==> src/hdl/afs_regs.svh <==
// Constants for the amplifier fault status decoder
`ifndef AFS_REGS_SVH
`define AFS_REGS_SVH
// Shutdown pulse length, clock period, counter and synchroniser reset constants
`define AFS_SD_PULSE_NS   1000
`define AFS_CLK_NS        25
`define AFS_SD_PULSE_CYC  ((`AFS_SD_PULSE_NS + `AFS_CLK_NS - 1) / `AFS_CLK_NS)
`define AFS_CNT_W         8
`define AFS_CNT_ZERO      8'h00
`define AFS_CNT_ONE       8'h01
`define AFS_SYNC_RST      4'h0
`endif

==> src/hdl/afs_pkg.sv <==
// Types for the amplifier fault status decoder
package afs_pkg;
	// Raw fault conditions from the power stage
	typedef struct packed {
		logic overtemp_err;
		logic overcurrent_err;
		logic undervoltage;
		logic overtemp_warn;
	} afs_cond_t;
	// Open-drain pin pair: output value and enable
	typedef struct packed {
		logic overtemp_warning_n_o;
		logic overtemp_warning_n_oe;
		logic shutdown_fault_n_o;
		logic shutdown_fault_n_oe;
	} afs_pins_t;
	// Recovery sequencer states
	typedef enum logic [1:0] {
		AFS_RUN   = 2'b00,
		AFS_SHUT  = 2'b01,
		AFS_WAIT  = 2'b10
	} afs_state_t;
endpackage

==> src/hdl/afs_sync.sv <==
// Three-stage synchroniser with agreement filter
`timescale 1ns/10ps
`default_nettype none
`include "afs_regs.svh"
module afs_sync (
	// Clock and reset
	input  wire logic       clk_i,
	input  wire logic       resetn_i,
	// Data
	input  wire logic [3:0] async_i,
	output logic      [3:0] sync_o
);
	logic [3:0] s1_ff;
	logic [3:0] s2_ff;
	logic [3:0] s3_ff;
	// Shift chain
	always_ff @(posedge clk_i or negedge resetn_i) begin
		if (!resetn_i) begin
			s1_ff <= `AFS_SYNC_RST;
			s2_ff <= `AFS_SYNC_RST;
			s3_ff <= `AFS_SYNC_RST;
		end else begin
			s1_ff <= async_i;
			s2_ff <= s1_ff;
			s3_ff <= s2_ff;
		end
	end
	// Accept a change once stages two and three agree
	always_ff @(posedge clk_i or negedge resetn_i) begin
		if (!resetn_i) begin
			sync_o <= `AFS_SYNC_RST;
		end else begin
			for (int i = 0; i < 4; i++) begin
				if (s2_ff[i] == s3_ff[i]) begin
					sync_o[i] <= s3_ff[i];
				end
			end
		end
	end
endmodule
`default_nettype wire

==> src/hdl/afs_top.sv <==
// Amplifier fault status decoder driving open-drain status lines
`timescale 1ns/10ps
`default_nettype none
`include "afs_regs.svh"
module afs_top (
	// Clock and reset
	input  wire logic                clk_i,
	input  wire logic                resetn_i,
	// Fault conditions from the power stage
	input  wire afs_pkg::afs_cond_t  cond_i,
	// Status pins
	output var afs_pkg::afs_pins_t   pins_o,
	// Stage enable back to the power stage
	output logic                     stage_run_o
);
	import afs_pkg::*;

	afs_cond_t              cond_s;
	afs_state_t             state_ff;
	afs_state_t             nxt_state;
	logic [`AFS_CNT_W-1:0]  cnt_ff;
	logic                   warn_n_ff;
	logic                   sd_n_ff;
	logic                   hard_err;
	logic                   sd_cond;

	// Bring the asynchronous conditions into the clock domain
	afs_sync u_sync (
		.clk_i    (clk_i),
		.resetn_i (resetn_i),
		.async_i  (cond_i),
		.sync_o   (cond_s)
	);

	// Error classes
	assign hard_err = cond_s.overtemp_err | cond_s.overcurrent_err;
	assign sd_cond  = hard_err | cond_s.undervoltage;

	// Recovery sequencer: shut, pulse, wait for clear, restart
	always_comb begin
		nxt_state = state_ff;
		case (state_ff)
			AFS_RUN: begin
				if (sd_cond) begin
					nxt_state = AFS_SHUT;
				end
			end
			AFS_SHUT: begin
				if (cnt_ff == `AFS_CNT_ONE) begin
					nxt_state = AFS_WAIT;
				end
			end
			AFS_WAIT: begin
				if (!sd_cond) begin
					nxt_state = AFS_RUN;
				end
			end
			default: begin
				nxt_state = AFS_RUN;
			end
		endcase
	end

	// State register
	always_ff @(posedge clk_i or negedge resetn_i) begin
		if (!resetn_i) begin
			state_ff <= AFS_RUN;
		end else begin
			state_ff <= nxt_state;
		end
	end

	// Shutdown pulse length counter
	always_ff @(posedge clk_i or negedge resetn_i) begin
		if (!resetn_i) begin
			cnt_ff <= `AFS_CNT_ZERO;
		end else if (state_ff == AFS_RUN && sd_cond) begin
			cnt_ff <= `AFS_CNT_W'(`AFS_SD_PULSE_CYC);
		end else if (cnt_ff != `AFS_CNT_ZERO) begin
			cnt_ff <= cnt_ff - `AFS_CNT_ONE;
		end
	end

	// Shutdown line: low only for the brief pulse
	always_ff @(posedge clk_i or negedge resetn_i) begin
		if (!resetn_i) begin
			sd_n_ff <= 1'b1;
		end else begin
			sd_n_ff <= !(nxt_state == AFS_SHUT);
		end
	end

	// Warning line: follows warning or overtemp error directly
	always_ff @(posedge clk_i or negedge resetn_i) begin
		if (!resetn_i) begin
			warn_n_ff <= 1'b1;
		end else begin
			warn_n_ff <= !(cond_s.overtemp_warn
				| cond_s.overtemp_err);
		end
	end

	// Open-drain drive: enable only while pulling low
	always_comb begin
		pins_o.overtemp_warning_n_o  = 1'b0;
		pins_o.overtemp_warning_n_oe = !warn_n_ff;
		pins_o.shutdown_fault_n_o    = 1'b0;
		pins_o.shutdown_fault_n_oe   = !sd_n_ff;
	end
	assign stage_run_o = (state_ff == AFS_RUN);

	// Checks
	property p_sd_pulse_len;
		@(posedge clk_i) disable iff (!resetn_i)
		$fell(sd_n_ff) |-> !sd_n_ff [*3] ##1 1'b1;
	endproperty
	a_sd_pulse_len: assert property (p_sd_pulse_len)
		else $error("shutdown pulse too short");

	property p_sd_released;
		@(posedge clk_i) disable iff (!resetn_i)
		$fell(sd_n_ff) |-> ##[1:45] sd_n_ff;
	endproperty
	a_sd_released: assert property (p_sd_released)
		else $error("shutdown not released");

	property p_err_fires;
		@(posedge clk_i) disable iff (!resetn_i)
		(state_ff == AFS_RUN && sd_cond) |=> !sd_n_ff;
	endproperty
	a_err_fires: assert property (p_err_fires)
		else $error("error did not pull shutdown");

	property p_warn_follow;
		@(posedge clk_i) disable iff (!resetn_i)
		cond_s.overtemp_warn |=> !warn_n_ff;
	endproperty
	a_warn_follow: assert property (p_warn_follow)
		else $error("warning not asserted");

	property p_uv_keeps_warn;
		@(posedge clk_i) disable iff (!resetn_i)
		((cond_s.undervoltage || cond_s.overcurrent_err)
			&& !cond_s.overtemp_warn && !cond_s.overtemp_err)
			|=> warn_n_ff;
	endproperty
	a_uv_keeps_warn: assert property (p_uv_keeps_warn)
		else $error("warning driven on undervoltage");

	property p_normal_idle;
		@(posedge clk_i) disable iff (!resetn_i)
		(!sd_cond && !cond_s.overtemp_warn && state_ff != AFS_SHUT)
			|=> (warn_n_ff && sd_n_ff);
	endproperty
	a_normal_idle: assert property (p_normal_idle)
		else $error("warning low in normal operation");

	property p_warn_only;
		@(posedge clk_i) disable iff (!resetn_i)
		(state_ff == AFS_RUN && !sd_cond && cond_s.overtemp_warn)
			|=> (!warn_n_ff && sd_n_ff);
	endproperty
	a_warn_only: assert property (p_warn_only)
		else $error("warning-only code wrong");

	property p_od_low;
		@(posedge clk_i) disable iff (!resetn_i)
		1'b1 |-> (!pins_o.overtemp_warning_n_o
			&& !pins_o.shutdown_fault_n_o
			&& (pins_o.shutdown_fault_n_oe == (state_ff == AFS_SHUT)));
	endproperty
	a_od_low: assert property (p_od_low)
		else $error("open-drain drives high");

	c_sd_pulse:  cover property (@(posedge clk_i) $fell(sd_n_ff));
	c_warn:      cover property (@(posedge clk_i) $fell(warn_n_ff));
	c_both:      cover property (@(posedge clk_i) !warn_n_ff && !sd_n_ff);
	c_refused:   cover property (@(posedge clk_i)
		state_ff == AFS_WAIT && sd_cond);

	// Length of the current shutdown pulse, for the checks
	logic [`AFS_CNT_W-1:0]  sd_low_cnt_ff;
	always_ff @(posedge clk_i or negedge resetn_i) begin
		if (!resetn_i) begin
			sd_low_cnt_ff <= `AFS_CNT_ZERO;
		end else if (!sd_n_ff) begin
			sd_low_cnt_ff <= sd_low_cnt_ff + `AFS_CNT_ONE;
		end else begin
			sd_low_cnt_ff <= `AFS_CNT_ZERO;
		end
	end

	property p_sd_pulse_exact;
		@(posedge clk_i) disable iff (!resetn_i)
		$rose(sd_n_ff)
			|-> (sd_low_cnt_ff == `AFS_CNT_W'(`AFS_SD_PULSE_CYC));
	endproperty
	a_sd_pulse_exact: assert property (p_sd_pulse_exact)
		else $error("shutdown pulse length wrong");

	property p_both_low;
		@(posedge clk_i) disable iff (!resetn_i)
		(state_ff == AFS_RUN && cond_s.overtemp_err)
			|=> (!warn_n_ff && !sd_n_ff);
	endproperty
	a_both_low: assert property (p_both_low)
		else $error("overtemp error did not pull both lines");

	property p_oc_only;
		@(posedge clk_i) disable iff (!resetn_i)
		(state_ff == AFS_RUN && cond_s.overcurrent_err
			&& !cond_s.overtemp_err && !cond_s.overtemp_warn)
			|=> (warn_n_ff && !sd_n_ff);
	endproperty
	a_oc_only: assert property (p_oc_only)
		else $error("overcurrent code wrong");

	property p_no_retrigger;
		@(posedge clk_i) disable iff (!resetn_i)
		(state_ff == AFS_WAIT) |=> sd_n_ff;
	endproperty
	a_no_retrigger: assert property (p_no_retrigger)
		else $error("shutdown pulled while waiting for clear");

	property p_warn_release;
		@(posedge clk_i) disable iff (!resetn_i)
		(!cond_s.overtemp_warn && !cond_s.overtemp_err) |=> warn_n_ff;
	endproperty
	a_warn_release: assert property (p_warn_release)
		else $error("warning held without temperature cause");
endmodule
`default_nettype wire

==> config.mk <==
export PLATFORM = sky130hd
export DESIGN_NAME = afs_top
export DESIGN_NICKNAME = d
export VERILOG_FILES = /design/src/hdl/afs_pkg.sv /design/src/hdl/afs_sync.sv /design/src/hdl/afs_top.sv
export VERILOG_INCLUDE_DIRS = /design/src /design/src/hdl
export SDC_FILE = /design/constraint.sdc
export NUM_CORES = 1
export LEC_CHECK = 0
export BUFFER_PORTS_ARGS = -buffer_cell sky130_fd_sc_hd__clkbuf_2
export CORE_ASPECT_RATIO = 1.2
export CORE_MARGIN = 4
export CORE_UTILIZATION = 45
export DETAILED_ROUTE_END_ITERATION = 6
export GPL_TIMING_DRIVEN = 0
export HOLD_SLACK_MARGIN = 0.06
export PLACE_DENSITY = 0.73
export RECOVER_POWER = 50
export SLEW_MARGIN = 0
export SYNTH_ARGS = -nofsm -noshare
export SYNTH_HDL_FRONTEND = slang
export SYNTH_HIERARCHICAL = 1
export SYNTH_SLANG_ARGS = --single-unit
export TNS_END_PERCENT = 1
==> constraint.sdc <==
create_clock -name clk_i -period 1.9 [get_ports clk_i]
set_input_delay 0.095 -clock clk_i [delete_from_list [all_inputs] [get_ports clk_i]]
set_output_delay 0.095 -clock clk_i [all_outputs]
set_load 0.02 [all_outputs]
==> metrics.txt <==
#FFs+latches synth 28; worst-path fanout max 7; Worst Hold Class in2async; fin crit share a little over nine tenths; die width around 53 um; mapped cell area between 1000 and 1500 sq um; # rows 19; R2R depth 4; final wirelength 1910 um; CTS Buf Count 3; number of diodes 0; total die area ~3300 sq um; DP Worst Slack -0.0386 ns; via density per instance between 5 and 6; initial DRC count 22; final setup margin slightly below 0.07 ns; FF-to-FF End cnt_ff[6]; nets between 100 and 150; largest net degree at the start of global routing 29; DR WL/cell 13.9 um; Final Max Slew Viols 0; Mapped Avg Cell Area about 12 sq um; vias in the first global route 680; share of post-route cells with drive strength above 1 between 20% and 30%; clock sinks 28; Worst slew margin 48.7%; worst slew pin tran ~0.76 ns; GR Util All Layers 12.8%; area grow syn2layout 17.6%; Psw just under 600 uW; clock network fraction of design power ~22%; Synth Flop Type dfrtp_1; RePlAce Congestion 0.781; Post-Syn Instances 89; LEAKAGE around 0.00056 uW; Comb pwr share 28.0%; Die Ht roughly 62 um; critical path capture point type register; cell internal pwr about 1200 uW; port buffer count 8; number of setup buffers added after CTS 0; outcome finished, final reports clean; initial antenna violation count 0; yosys warns 6; Initial Util 47.6%; Final Skew 0.00543 ns; total power about 1800 uW; Ports 11; Reg power frac 49.8%; Core ar. approximately 2300 sq um; Post-synth EDFFs 0; root buffer cell clkbuf_4; antenna-violating nets left 0; fin crit period roughly 1.8 ns; VDD IR max about 0.62 mV; RSZ-0062 raised after global routing yes; Switching Share about 34%; first-pass GRT wire length around 3000 um; total gr overflow 0; reg2reg setup slack roughly 0.069 ns; Crit Path Class reg2reg; residual DRC count 0; # setup viols final 0; library cells used by synthesis 32; CTS max path bufs 2; critical path required time ~2.2 ns; pwr dens roughly 1300 nW/um^2; fillers 202; drt pass-1 iters 3; Startpoint Class register; Vias a little over 700; H-tree Lvls 1; clk slew on worst S/H paths 0.15 ns; ys async rst share 100%; Fin. Hold Viols 0; final core occ roughly 56%; HPWL after detailed placement between 1000 and 1500 um; register area share after synthesis 63.4%; Arr. time, crit path between 2 and 2.5 ns; maxcap violations 0; TritonCTS clock tree yes; Max Fclk approximately 550 MHz; worst reg2reg startpoint cnt_ff[2]; clk_lat worst skew roughly 0.34 ns
## cells by family after synthesis
logic type                 Yosys count  synth area share (%)
AOI/OAI and AO/OA                   19                  11.8
muxes                                1                 0.902
DFF                                 28                  63.4
and+or+nand+nor                     24                  12.3
buffers and inverters                9                  3.83
adders and majority gates            7                  7.44
other                                1                 0.338
## Yosys cell counts, types with 2 or more instances
master / count / area [sq um]
o21ai_0: 2 / 10.0
a21oi_1: 6 / 30.0
buf_4: 2 / 15.0
a21boi_0: 2 / 15.0
a211oi_1: 2 / 15.0
ha_1: 3 / 37.5
or3_1: 2 / 12.5
or4_1: 3 / 22.5
nor3_1: 4 / 20.0
nand2_1: 3 / 11.3
nor2b_1: 2 / 12.5
inv_1: 5 / 18.8
nor2_1: 5 / 18.8
dfstp_2: 2 / 52.6
maj3_2: 4 / 45.0
dfrtp_1: 26 / 651
## final cells by class
type                    count  area [sq um]  area share [%]
flip-flops and latches     28           706            54.1
multi-input cells          53           375            28.8
repair buffers             13          90.1            6.90
well taps                  31          38.8            2.97
clock inverters             1          30.0            2.30
plain buffers               4          23.8            1.82
clock buffers               3          22.5            1.73
inverters                   5          18.8            1.44
## registers in the layout (all words and copies together), names as in the netlist
signal         flops
warn_n_ff          1
sd_n_ff            1
cnt_ff             8
u_sync/s2_ff       4
u_sync/sync_o      4
state_ff           2
u_sync/s3_ff       4
u_sync/s1_ff       4
## critical path, cell delays in order, from the launching register on
cell and delay (ns):
dfrtp_2 0.47, or4_1 0.52, buf_2 0.18, or4_1 0.46, a21oi_1 0.14
## through the flow
step	instances	area [sq um]	hold slack [ns]	setup TNS, ns
final	138	1310	0.300	0
after global routing	138	1310	0.370	-0.0348
after CTS	138	1300	0.322	0
after detailed placement	129	1190	0.160	-0.0529
after global placement	129	1190	0.145	0
after floorplan	90	1110	-0.201	0
## per-layer routing
| metal | track usage, % | vias to the layer above | wire [um] |
|---|---|---|---|
| met3 | 2.86 | 5 | 68 |
| li1 | - | 353 | - |
| met2 | 19.9 | 12 | 974 |
| met4 | 7.67 | 0 | 46 |
| met5 | 0 | - | 0 |
| met1 | 15.8 | 356 | 824 |
## worst max path at each step
stage	end	from	depth (start not counted)	slack, ns
2_1_floorplan	cnt_ff[6]	cnt_ff[2]	4	0.19
3_3_place_gp	state_ff[0]	cnt_ff[2]	4	0.01
3_5_place_dp	state_ff[0]	cnt_ff[2]	4	-0.04
4_1_cts	cnt_ff[3]	cnt_ff[0]	5	0.05
5_1_grt	cnt_ff[6]	cnt_ff[2]	4	-0.02
6_report	cnt_ff[6]	cnt_ff[2]	4	0.07
## power by group through the flow
stage / sequential [uW] / combinational (uW) / clock [uW]
CTS: 860 / 484 / 396
detailed placement: 866 / 459 / 0
global placement: 854 / 440 / 0
global route: 899 / 554 / 422
floorplan: 830 / 364 / 0
finish: 875 / 492 / 389
## layout by cell type (no fill, tap or decap), types with 2 or more instances in the layout
cell type	instances
dlygate4sd3_1	5
nor2b_1	2
maj3_1	4
or3_1	2
nor3_1	4
nor2_1	5
clkbuf_2	8
o21ai_0	2
nand2_1	3
ha_1	3
a211oi_1	2
dfstp_2	2
buf_4	2
inv_1	5
a21oi_1	6
clkbuf_4	3
conb_1	2
or4_1	3
dfrtp_2	2
a21boi_0	2
dfrtp_1	24
## timing repair
action	in CTS	in global routing
gates cloned	0	0
endpoints found under the setup margin	3	4
endpoints found under the hold margin	30	0
hold buffers	5	0
resized for setup	1	4
Note: power is estimated with default switching activity, not from simulation.
